===== src/shared/apir_pkg.sv =====
// apir_pkg: constants and carriers for the program interrupt router.
// assumes one 20 MHz clock, synchronous active-high reset, byte
// addresses on a plain register port with 32-bit data.

package apir_pkg;

  // ****************************************************************
  // programs and route codes
  // ****************************************************************
  localparam int unsigned NUM_PROG = 6;
  localparam logic [2:0] PROG_LAST = 3'h5; // 3'h6, 3'h7 reserved
  localparam logic [1:0] ROUTE_NONE = 2'h0;
  localparam logic [1:0] ROUTE_A = 2'h1;
  localparam logic [1:0] ROUTE_B = 2'h2;
  localparam logic [1:0] ROUTE_OFF = 2'h3;
  localparam logic [1:0] ROUTE_RST = 2'h0;

  // ****************************************************************
  // register map (byte addresses)
  // ****************************************************************
  localparam int unsigned ADDR_W = 8;
  localparam logic [7:0] OFF_ROUTE0 = 8'h00; // route n at +4*n
  localparam logic [7:0] OFF_IRQ_STAT = 8'h18;
  localparam logic [7:0] OFF_IRQ_MASK = 8'h1c;
  localparam int unsigned ROUTE_LSB = 0;
  localparam int unsigned ROUTE_W = 2;

  // ****************************************************************
  // interrupt status bits
  // ****************************************************************
  localparam int unsigned EV_A = 0;   // program started, sent to a
  localparam int unsigned EV_B = 1;   // program started, sent to b
  localparam int unsigned EV_BAD = 2; // start with reserved number
  localparam int unsigned IRQ_W = 3;
  localparam logic [2:0] IRQ_RST = 3'h0;

  // ****************************************************************
  // carriers and state
  // ****************************************************************
  typedef struct packed {
    logic [7:0] addr;
    logic [31:0] wdata;
    logic wr;
    logic rd;
  } apir_bus_s;

  typedef struct packed {
    logic start;
    logic [2:0] num;
  } apir_start_s;

  typedef struct packed {
    logic [5:0][1:0] route;
    logic pulse_a;
    logic pulse_b;
    logic [31:0] rdata;
  } apir_state_s;

  typedef struct packed {
    logic [2:0] stat;
    logic [2:0] mask;
    logic irq;
  } apir_irq_s;

endpackage


===== src/logic/apir_irq.sv =====
// apir_irq: sticky event status, mask and one level interrupt.
// assumes events are one-cycle pulses and the clear and mask writes
// are one-cycle strobes from the register decoder.
`timescale 1ns/10ps

module apir_irq (
  // clock and reset
  input wire logic clock,
  input wire logic rst,
  // events and register writes
  input wire logic [2:0] event_in,
  input wire logic wr_stat,
  input wire logic wr_mask,
  input wire logic [2:0] wdata,
  // state seen by software and the system
  output logic [2:0] stat,
  output logic [2:0] mask,
  output logic irq
);
  import apir_pkg::*;

  apir_irq_s st;
  apir_irq_s next_st;

  // ****************************************************************
  // next state
  // ****************************************************************
  // set beats clear so an event in the clearing cycle is kept
  always_comb begin
    next_st = st;
    if (wr_stat) begin
      next_st.stat = st.stat & ~wdata;
    end
    next_st.stat = next_st.stat | event_in;
    if (wr_mask) begin
      next_st.mask = wdata;
    end
    next_st.irq = |(next_st.stat & next_st.mask);
  end

  // state register
  always_ff @(posedge clock) begin
    if (rst) begin
      st <= '{stat: IRQ_RST, mask: IRQ_RST, irq: 1'b0};
    end else begin
      st <= next_st;
    end
  end

  assign stat = st.stat;
  assign mask = st.mask;
  assign irq = st.irq;

  // ****************************************************************
  // checks
  // ****************************************************************
  a_irq_level: assert property (@(posedge clock) disable iff (rst)
    irq == |(stat & mask))
    else $error("interrupt level does not follow status and mask");

  a_set_wins: assert property (@(posedge clock) disable iff (rst)
    (event_in != 3'h0) |=> ((stat & $past(event_in)) == $past(event_in)))
    else $error("event lost in status register");

endmodule


===== src/logic/apir_route.sv =====
// apir_route: per-program interrupt routing for triggered conversion
// programs, with its register port and event interrupt.
// assumes the converter gives a one-cycle start strobe with the
// program number, and the bus master never strobes read and write
// together.
//
// Notes on behaviour
// - six routing registers, index 0 to 5, one per program.
// - code 01 sends the program's interrupt to a, 10 to b.
// - codes 00 and 11 give no interrupt on either output.
// - only the register of the started program picks the output.
// - program numbers 000 to 101 are programs 0 to 5; 110, 111 reserved.
//
// The plain strobed port and the register addresses were left to the implementer.
`timescale 1ns/10ps

module apir_route (
  // clock and reset
  input wire logic clock,
  input wire logic rst,
  // register port
  input wire apir_pkg::apir_bus_s bus,
  output logic [31:0] rdata,
  // program start from the converter
  input wire apir_pkg::apir_start_s start,
  // routed program interrupts, one-cycle pulses
  output logic program_irq_a,
  output logic program_irq_b,
  // event interrupt, level
  output logic irq
);
  import apir_pkg::*;

  // ****************************************************************
  // helpers
  // ****************************************************************

  // true when a program number names a real program
  function automatic logic prog_ok(input logic [2:0] num);
    prog_ok = (num <= PROG_LAST);
  endfunction

  // route code to {b, a}; both codes other than a and b are silent
  function automatic logic [1:0] route_dest(input logic [1:0] code);
    unique case (code)
      ROUTE_A: route_dest = 2'h1;
      ROUTE_B: route_dest = 2'h2;
      default: route_dest = 2'h0;
    endcase
  endfunction

  // true when an address hits one of the routing registers
  function automatic logic is_route(input logic [7:0] addr);
    logic [7:0] rel;
    rel = addr - OFF_ROUTE0;
    is_route = (addr >= OFF_ROUTE0) && (rel[1:0] == 2'h0) &&
               (rel[7:2] < 6'(NUM_PROG));
  endfunction

  // routing register index of an address
  function automatic logic [2:0] route_idx(input logic [7:0] addr);
    logic [7:0] rel;
    rel = addr - OFF_ROUTE0;
    route_idx = rel[4:2];
  endfunction

  // ****************************************************************
  // state and wiring
  // ****************************************************************
  apir_state_s st;
  apir_state_s next_st;
  logic [2:0] ev;
  logic [1:0] dest;
  logic [1:0] cur_code;
  logic [2:0] irq_stat;
  logic [2:0] irq_mask;
  logic wr_stat;
  logic wr_mask;

  // code of the started program; reserved numbers read as silent
  // the index is formed only for real numbers, as a reserved one
  // would reach past the sixth register
  always_comb begin
    cur_code = ROUTE_NONE;
    if (prog_ok(start.num)) begin
      cur_code = st.route[start.num];
    end
  end

  // decode of the start strobe into the two routes
  always_comb begin
    dest = 2'h0;
    if (start.start && prog_ok(start.num)) begin
      dest = route_dest(cur_code);
    end
  end

  // events reported to the interrupt block
  // reserved numbers are still reported, so software learns of a
  // trigger that points at no program
  always_comb begin
    ev = 3'h0;
    ev[EV_A] = dest[0];
    ev[EV_B] = dest[1];
    ev[EV_BAD] = start.start && !prog_ok(start.num);
  end

  // interrupt register strobes
  assign wr_stat = bus.wr && (bus.addr == OFF_IRQ_STAT);
  assign wr_mask = bus.wr && (bus.addr == OFF_IRQ_MASK);

  // ****************************************************************
  // next state
  // ****************************************************************
  // a write and a start in one cycle: the start uses the old code,
  // so the new route applies from the next start onward
  always_comb begin
    next_st = st;
    next_st.pulse_a = dest[0];
    next_st.pulse_b = dest[1];
    // read data fall back to zero every cycle, so a stale word is
    // never taken for a fresh answer
    next_st.rdata = 32'h0;
    // register writes; only the two field bits are kept
    if (bus.wr && is_route(bus.addr)) begin
      next_st.route[route_idx(bus.addr)] =
        bus.wdata[ROUTE_LSB +: ROUTE_W];
    end
    // register reads, answered in the next cycle only
    if (bus.rd) begin
      if (is_route(bus.addr)) begin
        next_st.rdata = {30'h0, st.route[route_idx(bus.addr)]};
      end else if (bus.addr == OFF_IRQ_STAT) begin
        next_st.rdata = {29'h0, irq_stat};
      end else if (bus.addr == OFF_IRQ_MASK) begin
        next_st.rdata = {29'h0, irq_mask};
      end
    end
  end

  // ****************************************************************
  // state register
  // ****************************************************************
  // reset clears every route so no interrupt leaves before setup
  always_ff @(posedge clock) begin
    if (rst) begin
      st <= '{route: {6{ROUTE_RST}}, pulse_a: 1'b0, pulse_b: 1'b0,
              rdata: 32'h0};
    end else begin
      st <= next_st;
    end
  end

  assign rdata = st.rdata;
  assign program_irq_a = st.pulse_a;
  assign program_irq_b = st.pulse_b;

  // ****************************************************************
  // event interrupt
  // ****************************************************************
  apir_irq u_irq (
    .clock(clock),
    .rst(rst),
    .event_in(ev),
    .wr_stat(wr_stat),
    .wr_mask(wr_mask),
    .wdata(bus.wdata[2:0]),
    .stat(irq_stat),
    .mask(irq_mask),
    .irq(irq)
  );

  // ****************************************************************
  // checks: routing of program starts
  // ****************************************************************
  // the started program's code picks a; only a pulses
  a_route_to_a: assert property (
    @(posedge clock) disable iff (rst)
    (start.start && prog_ok(start.num) && cur_code == ROUTE_A)
    |=> (program_irq_a && !program_irq_b))
    else $error("program routed to a did not pulse a only");

  // the same for b
  a_route_to_b: assert property (
    @(posedge clock) disable iff (rst)
    (start.start && prog_ok(start.num) && cur_code == ROUTE_B)
    |=> (program_irq_b && !program_irq_a))
    else $error("program routed to b did not pulse b only");

  // one start has one destination, so a and b never pulse together
  a_pulse_exclusive: assert property (
    @(posedge clock) disable iff (rst)
    !(program_irq_a && program_irq_b))
    else $error("both routed interrupts raised in one cycle");

  // a routed start is also recorded in the status for software
  a_status_a_set: assert property (
    @(posedge clock) disable iff (rst)
    (start.start && prog_ok(start.num) && cur_code == ROUTE_A)
    |=> irq_stat[EV_A])
    else $error("start routed to a not recorded in status");

  // and the same for b
  a_status_b_set: assert property (
    @(posedge clock) disable iff (rst)
    (start.start && prog_ok(start.num) && cur_code == ROUTE_B)
    |=> irq_stat[EV_B])
    else $error("start routed to b not recorded in status");

  // both unused codes are silent on the outputs
  a_route_silent: assert property (
    @(posedge clock) disable iff (rst)
    (start.start && (cur_code == ROUTE_NONE || cur_code == ROUTE_OFF))
    |=> (!program_irq_a && !program_irq_b))
    else $error("silent route code raised an interrupt");

  // and in the status: a silent start must not look like a routed one
  a_silent_no_event: assert property (
    @(posedge clock) disable iff (rst)
    (start.start && prog_ok(start.num) && !bus.wr &&
     (cur_code == ROUTE_NONE || cur_code == ROUTE_OFF))
    |=> (irq_stat[EV_B:EV_A] == $past(irq_stat[EV_B:EV_A])))
    else $error("silent route code set a routing status bit");

  // pulses only ever follow a start
  a_no_start_quiet: assert property (
    @(posedge clock) disable iff (rst)
    !start.start |=> (!program_irq_a && !program_irq_b))
    else $error("interrupt pulse without a program start");

  // the code one cycle back in the started program's own register
  // decides; the other five registers play no part
  a_own_register: assert property (
    @(posedge clock) disable iff (rst)
    (start.start && prog_ok(start.num))
    |=> (program_irq_a == ($past(st.route[start.num]) == ROUTE_A) &&
         program_irq_b == ($past(st.route[start.num]) == ROUTE_B)))
    else $error("pulse does not follow the started program's code");

  // reserved numbers: no pulse, the reserved status bit instead
  a_reserved_prog: assert property (
    @(posedge clock) disable iff (rst)
    (start.start && start.num > PROG_LAST)
    |=> (!program_irq_a && !program_irq_b && irq_stat[EV_BAD]))
    else $error("reserved program number not handled");

  // a real number never raises the reserved status bit
  a_real_prog_ok: assert property (
    @(posedge clock) disable iff (rst)
    (start.start && prog_ok(start.num) && !irq_stat[EV_BAD])
    |=> !irq_stat[EV_BAD])
    else $error("real program number flagged as reserved");

  // ****************************************************************
  // checks: register port
  // ****************************************************************
  // reset leaves every route silent and both outputs low
  a_reset_routes: assert property (
    @(posedge clock)
    rst |=> (st.route == '0 && !program_irq_a && !program_irq_b))
    else $error("routes not cleared by reset");

  // a route write followed at once by a read of it returns the field
  a_write_read: assert property (
    @(posedge clock) disable iff (rst)
    (bus.wr && is_route(bus.addr)) ##1
    (bus.rd && bus.addr == $past(bus.addr) && !start.start)
    |=> (rdata == {30'h0, $past(bus.wdata[1:0], 2)}))
    else $error("routing field read back wrong");

  // a route write lands in its own field; the upper bits are dropped
  a_write_lands: assert property (
    @(posedge clock) disable iff (rst)
    (bus.wr && is_route(bus.addr))
    |=> (st.route[$past(route_idx(bus.addr))] == $past(bus.wdata[1:0])))
    else $error("route write did not land in its field");

  // writes past the sixth route must not alias onto any route
  a_routes_kept: assert property (
    @(posedge clock) disable iff (rst)
    (bus.wr && bus.addr >= OFF_ROUTE0 + 8'(4 * NUM_PROG))
    |=> $stable(st.route))
    else $error("write past the sixth route changed a route");

  // reads of a route give zero above the two field bits
  a_route_upper_zero: assert property (
    @(posedge clock) disable iff (rst)
    (bus.rd && is_route(bus.addr)) |=> (rdata[31:2] == 30'h0))
    else $error("upper bits of a routing register not zero");

  // read data stand for one cycle only and are zero otherwise
  a_rdata_idle: assert property (
    @(posedge clock) disable iff (rst)
    !bus.rd |=> (rdata == 32'h0))
    else $error("read data present without a read");

  // the word after the sixth route is the status, not a seventh route
  a_six_regs: assert property (
    @(posedge clock) disable iff (rst)
    (bus.rd && bus.addr == OFF_ROUTE0 + 8'h18)
    |=> (rdata == {29'h0, $past(irq_stat)}))
    else $error("address after the sixth route decoded as a route");

  // the mask reads back as it stood at the read
  a_mask_read: assert property (
    @(posedge clock) disable iff (rst)
    (bus.rd && bus.addr == OFF_IRQ_MASK)
    |=> (rdata == {29'h0, $past(irq_mask)}))
    else $error("mask register read back wrong");

endmodule


===== config.mk =====
export PLATFORM = sky130hd
export DESIGN_NAME = apir_route
export DESIGN_NICKNAME = d
export VERILOG_FILES = /design/src/shared/apir_pkg.sv /design/src/logic/apir_irq.sv /design/src/logic/apir_route.sv
export SDC_FILE = /design/constraint.sdc
export NUM_CORES = 1
export LEC_CHECK = 0
export ABC_AREA = 1
export BUFFER_PORTS_ARGS = -buffer_cell sky130_fd_sc_hd__buf_4
export CAP_MARGIN = 20
export CORE_MARGIN = 2
export CORE_UTILIZATION = 25
export DETAILED_ROUTE_END_ITERATION = 10
export PLACE_DENSITY = 0.58
export SYNTH_ARGS = -nofsm -noshare
export SYNTH_HDL_FRONTEND = slang
export SYNTH_SLANG_ARGS = --single-unit

===== constraint.sdc =====
create_clock -name clock -period 1.2 [get_ports clock]
set_clock_uncertainty 0.15 [all_clocks]
set_input_delay 0.24 -clock clock [delete_from_list [all_inputs] [get_ports clock]]
set_output_delay 0.24 -clock clock [all_outputs]
set_load 0.01 [all_outputs]

==> Word-level counts from Yosys, hierarchy flattened <==
Cells that the tools add are included.
{ "classes": {"addsub": 0, "n_mul": 0, "div_mod_pow": 0, "order_cmp": 6, "eq_ne": 4, "shift": 0, "mux": 15, "bitwise": 5, "n_reduce_logical": 14} }
{ "op_table": {"columns": ["cell", "count"], "rows": [
  ["8-bit by 5-bit equality test with 1-bit output, second input constant", 2],
  ["2-bit binary-select mux with 3-bit select", 2],
  ["12-bit bitwise mux", 1],
  ["2-bit 2-to-1 mux", 6],
  ["3-bit 2-to-1 mux", 4],
  ["8-bit by 1-bit greater-or-equal comparator with 1-bit output, second input constant", 1],
  ["1-bit logical AND", 8],
  ["3-bit by 4-bit less-than comparator with 1-bit output, second input constant", 2],
  ["3-bit AND", 2],
  ["2-bit demux with 3-bit select", 1],
  ["6-bit by 3-bit less-than comparator with 1-bit output, second input constant", 1],
  ["3-bit OR reduction", 2],
  ["2-bit case mux with 2 select lines", 1],
  ["4-bit OR reduction", 1],
  ["3-bit by 1-bit greater-or-equal comparator with 1-bit output, second input constant", 1],
  ["3-bit <= comparator, second input constant", 1],
  ["3-bit inverter", 1],
  ["3-bit bitwise OR", 1],
  ["2-bit by 1-bit equality test with 1-bit output, second input constant", 1],
  ["2-bit equality test, second input constant", 1],
  ["2-bit logical NOT", 1],
  ["2-bit OR reduction", 1],
  ["1-bit logical NOT", 1],
  ["1-bit inverter", 1]
]} }
{ "word_totals": {"regBits": 53, "latch_bits": 0, "mem_bits_rw": 0, "mem_bits_ro": 0, "inputBits": 48, "output_inout_bits": 35, "word_cells": 58, "n_memories": 0} }

==> Longest topological paths before layout <==
Gate-level depths: netlist of the first run.
{ "logic_depth": {"word_depth": 9, "ltp_mapped": 11, "ltp_nobuf": 10} }

==> Modules after synthesis <==
A second synthesis of the first run with hierarchy kept.
{ "unflattened": {"cells_unflattened": 285, "area_unflattened_um2": 1710.4} }
{ "by_module_without_submodules": {"columns": ["module", "instances", "cells_each", "area_per_inst_um2", "seq_area_each_um2"], "rows": [
  ["apir_route", 1, 246, 1435.1, 340.3],
  ["apir_irq", 1, 39, 275.3, 140.1]
]} }

==> Worst setup path after synthesis of the first run <==
Ideal clock, no wire load.
{ "synth_timing": {"path_type": "input to register", "start": "input port bus[41] (netlist bit)", "end": "register st[44] (netlist bit)", "setup_time_ns": 0.132, "t_arrival_ns": 1.043, "required_time_ns": 0.918, "slack_ns": -0.125, "cell_stages": 9, "n_path_buf": 1, "path_cell_list": "nor2_2 > nand2_1 > a21oi_1 > nand2_1 > nor2_4 > buf_6 > nand3_1 > nand2_1 > a21oi_1"} }
{ "synth_between": {"elab_chain_len": 4, "elab_cells_between_ends": 5, "classes_between": "2 x order compare; 3 x reduce/logical"} }
{ "synth_lines": {"columns": ["element", "line", "rtl"], "rows": [
  ["start, declared", "apir_route.sv:22", "input wire apir_pkg::apir_bus_s bus,"],
  ["8-bit by 1-bit greater-or-equal comparator with 1-bit output", "apir_route.sv:56", "is_route = (addr >= OFF_ROUTE0) && (rel[1:0] == 2'h0) &&"],
  ["1-bit logical AND", "apir_route.sv:56", null],
  ["1-bit logical AND (*)", "apir_route.sv:56", null],
  ["1-bit logical AND (*)", "apir_route.sv:125", "if (bus.wr && is_route(bus.addr)) begin"],
  ["end signal, assigned", "apir_route.sv:147", "st <= '{route: {6{ROUTE_RST}}, pulse_a: 1'b0, pulse_b: 1'b0,"],
  ["end signal, assigned", "apir_route.sv:150", "st <= next_st;"],
  ["end, declared", "apir_route.sv:70", "apir_state_s st;"]
]} }
Mark *: on every way between the ends. The rest lies on a longest branch, timed or not.
A chain may end at the register's enable or synchronous reset.

==> Worst setup path in the final report of the first run <==
{ "layout_timing": {"start": "input port bus[41] (netlist bit)", "end": "register st[43] (netlist bit)"} }
The elaborated chain is that of the path after synthesis.

==> out/metrics.yaml, run 1 <==
timing:
  finalSetupViolations: 9
  fin_crit_ns: 1.25
  max_clk_rate_mhz: 802
  final-max-slew-violation-count: 0
  post-route-period-util_pct: 104
  worst_slack_ns: -0.0472
  grt_setup_unrepaired: "true"
  hold_viol: 0
detailed_routing:
  number_of_remaining_drc_errors: 0
  drt-vias-per-instance: 4.14
  dr_total_vias: 1503
  firstDrtPassIters: 4
  routedWlPerCell_um: 10.4
  ant_nets: 0
  drt_first_iter_violations: 112
  routed_wl_um: 3790
placement:
  routabilityCongestion: 0.781
  dpl.cell_count: 359
  place.detailed.hpwl_um: 3050
  io_buffer_count: 24
floorplan:
  core_area_mm2: 0.00599
  ioPinCount: 83
  initial_utilization_pct: 26.1
  fp.dieArea_mm2: 0.00692
  die_x_um: 83.2
  chipHeight_um: 83.2
  floorplan.rows: 28
cts:
  insertion_delay_ns: 0.27
  cts_made_buffers: 3
  cts-htree-levels: 1
  cts.reportedPaths.clkPinSlew_ns: 0.09
  number_of_clock_sinks: 24
  tritoncts_clock_tree: "done"
  clk_path_buf_depth: 2
  root_buffer: "sky130_fd_sc_hd__clkbuf_8"
synthesis:
  synthesis.yosys.warnings: 0
  number_of_enable_flip_flop_cells_after_synthesis: 0
  yosys_register_bits: 24
  netlist_area_mm2: 0.00157
  synth.avg_cell_area_um2: 6.58
  netlist_instances: 238
  post_synth_top_area_share_pct: 30.7
  ys_top_cells_by_area: "sky130_fd_sc_hd__dfxtp_1 31%, sky130_fd_sc_hd__buf_4 15%, sky130_fd_sc_hd__nand2_1 14%"
  async_flop_share_pct: 0
  ys_seq_area_share_pct: 30.7
  netlist.top_cell.by_area: "sky130_fd_sc_hd__dfxtp_1"
  dominantRegCellSynth: "sky130_fd_sc_hd__dfxtp_1"
  synth.distinct_cells: 24
setup_path:
  timing.setup.critical_path_class: "input pin to register"
  critPathLaunchType: "input pin"
  endpoint_kind: "register"
  crit_arrival_ns: 1.26
  critPathRequiredTime_ns: 1.21
  cp_max_fanout: 10
finish:
  nNetsFinal: 337
  area.growth.synth_to_final_pct: 33.1
  final_util_pct: 34.8
  final_common_cell: "sky130_fd_sc_hd__nand2_1"
  final_cell_mix: "55 x sky130_fd_sc_hd__nand2_1, 50 x sky130_fd_sc_hd__buf_4, 29 x sky130_fd_sc_hd__conb_1"
  n_fill_cell: 627
  post_route_cells_drive_above_1_share_pct: 33.0
  num_antenna_cells: 0
  non_filler_instance_count_after_layout: 363
run:
  max_cap_violations: 0
global_route:
  globalRoute.totalOverflow: 0
  grt_pass1_vias: 1345
  maximum_number_of_pins_on_one_net_before_global_route_repair: 15
  grt_pass1_wl_um: 6150
  antenna_found_initial: 0
  grtUsageTotal_pct: 10.8
run_status:
  failing_checks: "negative setup slack"
  outcome: "finished, violations left"
power:
  power.leakage_uw: 0.000975
  max-vdd-ir-drop_uv: 371
  power_per_cell_area_mw_per_mm2: 869
min_path:
  min-delay-path-class: "input pin to register"
through the flow:
| stage | TNS [ns] | area (um^2) | power, uW | setup slack, ns | hold WS [ns] |
|---|---|---|---|---|---|
| final | -0.238 | 2080 | 1810 | -0.0472 | 0.0898 |
| after global routing | -1.68 | 2080 | 1890 | -0.134 | 0.122 |
| after CTS | -0.0438 | 2040 | 1820 | -0.0251 | 0.0883 |
| after detailed placement | -5.62 | 1940 | 1100 | -0.312 | 0.300 |
| after global placement | -5.25 | 1940 | 1100 | -0.310 | 0.302 |
| after floorplan | -0.673 | 1690 | 1030 | -0.101 | 0.159 |
state kept, by name, summed over array words and instances (netlist names):
name           cells
rdata              3
u_irq.mask         3
program_irq_a      1
st                12
u_irq.stat         3
program_irq_b      1
u_irq.irq          1
final cells by class:
type	instances	area, um^2	share of cell area (%)
Clock buffer	3	41.3	1.98
Sequential cell	24	484	23.2
Clock inverter	1	30.0	1.44
Timing Repair Buffer	56	452	21.7
Tap cell	75	93.8	4.50
Multi-Input combinational cell	175	875	42.0
Inverter	29	109	5.22
logic make-up after synthesis:
group | count (synthesis) | share of synthesized area, %
DFF | 24 | 30.7
and+or+nand+nor | 119 | 34.6
other | 1 | 0.239
AOI/OAI and AO/OA | 27 | 9.74
buffers and inverters | 67 | 24.8
routing by layer:
metal / up-vias / routed length (um) / share of wire, % / GRT usage [%]
met5: - / 0 / 0 / 0
met1: 660 / 1680 / 44 / 13.6
li1: 792 / - / - / -
met2: 46 / 1850 / 49 / 18.7
met3: 5 / 201 / 5.3 / 1.29
met4: 0 / 62 / 1.6 / 4.02
where the power goes:
group | internal (uW) | total [uW] | switching [uW] | leakage, uW
sequential | 802 | 806 | 3.87 | 0.000195
clock | 447 | 718 | 272 | 0.0000357
combinational | 112 | 287 | 176 | 0.000744
Yosys cell counts (3+ instances only):
library cell / number
sky130_fd_sc_hd__a21oi_1: 12
sky130_fd_sc_hd__nand2_2: 4
sky130_fd_sc_hd__nand3_1: 20
sky130_fd_sc_hd__nor2_1: 20
sky130_fd_sc_hd__dfxtp_1: 24
sky130_fd_sc_hd__o21ai_1: 5
sky130_fd_sc_hd__nand2_1: 58
sky130_fd_sc_hd__buf_4: 32
sky130_fd_sc_hd__inv_1: 27
sky130_fd_sc_hd__nand4_1: 9
sky130_fd_sc_hd__nor2_2: 3
sky130_fd_sc_hd__o211ai_1: 4
sky130_fd_sc_hd__clkbuf_1: 3
sky130_fd_sc_hd__nor2_4: 3
worst max-delay path, stage by stage:
cell,delay [ns]
sky130_fd_sc_hd__buf_6,0.09
sky130_fd_sc_hd__nor2_4,0.09
sky130_fd_sc_hd__nand2_1,0.05
sky130_fd_sc_hd__a21oi_1,0.10
sky130_fd_sc_hd__nand2_1,0.11
sky130_fd_sc_hd__nor2_4,0.21
sky130_fd_sc_hd__buf_12,0.15
sky130_fd_sc_hd__nand3_2,0.06
sky130_fd_sc_hd__nand2_1,0.07
sky130_fd_sc_hd__a21oi_1,0.06
worst paths after layout:
check / start / endpoint / slack, ns / cells past startpoint
hold reg to reg: st[42]$_SDFFE_PP0P_ / st[42]$_SDFFE_PP0P_ / 0.32 / 2
hold / removal: bus[0] / rdata[1]$_SDFF_PP0_ / 0.09 / 3
setup reg to reg: st[41]$_SDFFE_PP0P_ / u_irq.irq$_SDFF_PP0_ / -0.03 / 9
setup / recovery: bus[41] / st[43]$_SDFFE_PP0P_ / -0.05 / 10
timing repair:
item | 4_1_cts | 5_1_grt
buffers inserted | 0 | 1
hold buffers | 0 | 0
pin swaps | 11 | 11
gates resized for setup | 17 | 9
endpoints found under the setup margin | 14 | 19
(Power assumes the default switching activity.)
==> run 2: changes to the inputs <==
CORE_UTILIZATION = 41   (was 25)
MAX_ROUTING_LAYER = met4   (was default)
PLACE_DENSITY = 0.84   (was 0.58)
==> out/metrics.yaml, run 2 (same netlist as run 1, synthesis figures left out) <==
detailed_routing:
  number_of_remaining_drc_errors: 0
  drt_first_iter_violations: 124
  routed_wl_um: 4390
  drt-vias-per-instance: 4.89
  routedWlPerCell_um: 13.1
  ant_nets: 0
  firstDrtPassIters: 4
  dr_total_vias: 1644
setup_path:
  critPathLaunchType: "input pin"
  crit_end: "st[41]$_SDFFE_PP0P_"
  r2r_path_start: "st[41]$_SDFFE_PP0P_"
  worst_r2r_path_cells: 9
  crit_arrival_ns: 1.37
  rr_endpoint: "u_irq.irq$_SDFF_PP0_"
  timing.setup.critical_path_class: "input pin to register"
  worst-r2r-setup-slack_ns: -0.04
  critPathRequiredTime_ns: 1.25
  cp_max_fanout: 6
  endpoint_kind: "register"
  crit_path_start: "bus[41]"
timing:
  fin_crit_ns: 1.32
  grt_setup_unrepaired: "true"
  worst_slack_ns: -0.119
  timing.hold.ws_ns: 0.103
  setup-tns-final_ns: -0.810
  final-max-slew-violation-count: 0
  finalSetupViolations: 15
  max_clk_rate_mhz: 758
  hold_viol: 0
  post-route-period-util_pct: 110
finish:
  design_area_mm2: 0.00211
  final_cell_mix: "51 x sky130_fd_sc_hd__nand2_1, 48 x sky130_fd_sc_hd__buf_4, 29 x sky130_fd_sc_hd__conb_1"
  nNetsFinal: 337
  num_antenna_cells: 0
  final_common_cell: "sky130_fd_sc_hd__nand2_1"
  post_route_cells_drive_above_1_share_pct: 37.2
  area.growth.synth_to_final_pct: 35.0
  final_util_pct: 57.8
  largest_reg_flops: 12
  largest_register: "st"
power:
  design_power_total_uw: 1820
  max-vdd-ir-drop_uv: 409
  power_per_cell_area_mw_per_mm2: 861
  power.leakage_uw: 0.000987
cts:
  cts-htree-levels: 1
  cts_made_buffers: 3
  cts.reportedPaths.clkPinSlew_ns: 0.08
  root_buffer: "sky130_fd_sc_hd__clkbuf_8"
  tritoncts_clock_tree: "done"
  clk_path_buf_depth: 2
  insertion_delay_ns: 0.27
  cts-hold-fix-buffers: 0
  number_of_clock_sinks: 24
global_route:
  globalRoute.totalOverflow: 0
  grt_pass1_wl_um: 6730
  maximum_number_of_pins_on_one_net_before_global_route_repair: 15
  antenna_found_initial: 0
  grt_pass1_vias: 1562
  grtUsageTotal_pct: 20.8
floorplan:
  initial_utilization_pct: 42.8
  die_x_um: 65.8
  fp.dieArea_mm2: 0.00433
  floorplan.rows: 22
  chipHeight_um: 65.8
  core_area_mm2: 0.00366
  ioPinCount: 83
placement:
  io_buffer_count: 24
  placement.cell_area_mm2: 0.00188
  place.detailed.hpwl_um: 2980
  routabilityCongestion: 0.870
min_path:
  min-delay-path-class: "input pin to register"
run:
  max_cap_violations: 0
run_status:
  failing_checks: "negative setup slack"
  outcome: "finished, violations left"
run 2: cell counts in the layout (fill, tap and decap cells not counted):
No cell type changed its count.
run 2: stage by stage:
stage                     setup slack [ns]  std cells
final                               -0.119        336
after global placement              -0.293        330
after CTS                          -0.0689        334
after floorplan                     -0.101        266
after global routing                -0.165        336
after detailed placement            -0.344        330
run 2: cell type report:
type	instances	area (um^2)
sequential	24	488
multi-input combinational	175	923
tap	48	60.1
fill	315	1550
timing repair buffer	56	463
clock buffer	3	41.3
inverter	29	109
clock inverter	1	30.0
run 2: critical path, stage by stage:
cell	delay, ns
sky130_fd_sc_hd__buf_6	0.10
sky130_fd_sc_hd__nor2_4	0.11
sky130_fd_sc_hd__nand2_2	0.05
sky130_fd_sc_hd__a21oi_2	0.11
sky130_fd_sc_hd__nand2_2	0.09
sky130_fd_sc_hd__nor2_4	0.16
sky130_fd_sc_hd__buf_12	0.15
sky130_fd_sc_hd__nand3_4	0.10
sky130_fd_sc_hd__nand2_2	0.12
sky130_fd_sc_hd__nand2_2	0.06
sky130_fd_sc_hd__nor2_2	0.09
run 2: worst min-delay path by stage:
| stage | start | end | depth (start not counted) |
|---|---|---|---|
| after floorplan | rst | st[37]$_SDFFE_PP0P_ | 1 |
| after global placement | st[42]$_SDFFE_PP0P_ | st[42]$_SDFFE_PP0P_ | 2 |
| after detailed placement | st[42]$_SDFFE_PP0P_ | st[42]$_SDFFE_PP0P_ | 2 |
| after CTS | bus[0] | rdata[0]$_SDFF_PP0_ | 3 |
| after global routing | bus[2] | st[38]$_SDFFE_PP0P_ | 3 |
| final | bus[0] | rdata[0]$_SDFF_PP0_ | 3 |
run 2: routing by layer:
layer | vias to the layer above | GRT usage, % | part of all wire [%] | wire length (um)
met5 | - | - | 0 | 0
met2 | 80 | 36.1 | 51 | 2240
met3 | 15 | 2.90 | 5.7 | 248
li1 | 798 | - | - | -
met4 | 0 | 10.4 | 3.9 | 173
met1 | 751 | 23.3 | 39 | 1720
run 2: timing repair:
item | 4_1_cts | 5_1_grt
gates resized for setup | 18 | 26
buffers inserted | 0 | 2
setup endpoints to repair | 19 | 23
pin swaps | 11 | 6
cloned | 0 | 0
run 2: where the power goes:
| part | internal, uW | leakage, uW | switching, uW |
|---|---|---|---|
| sequential | 802 | 0.000197 | 3.86 |
| clock | 446 | 0.0000357 | 264 |
| combinational | 112 | 0.000754 | 191 |
| total | 1360 | 0.000987 | 459 |
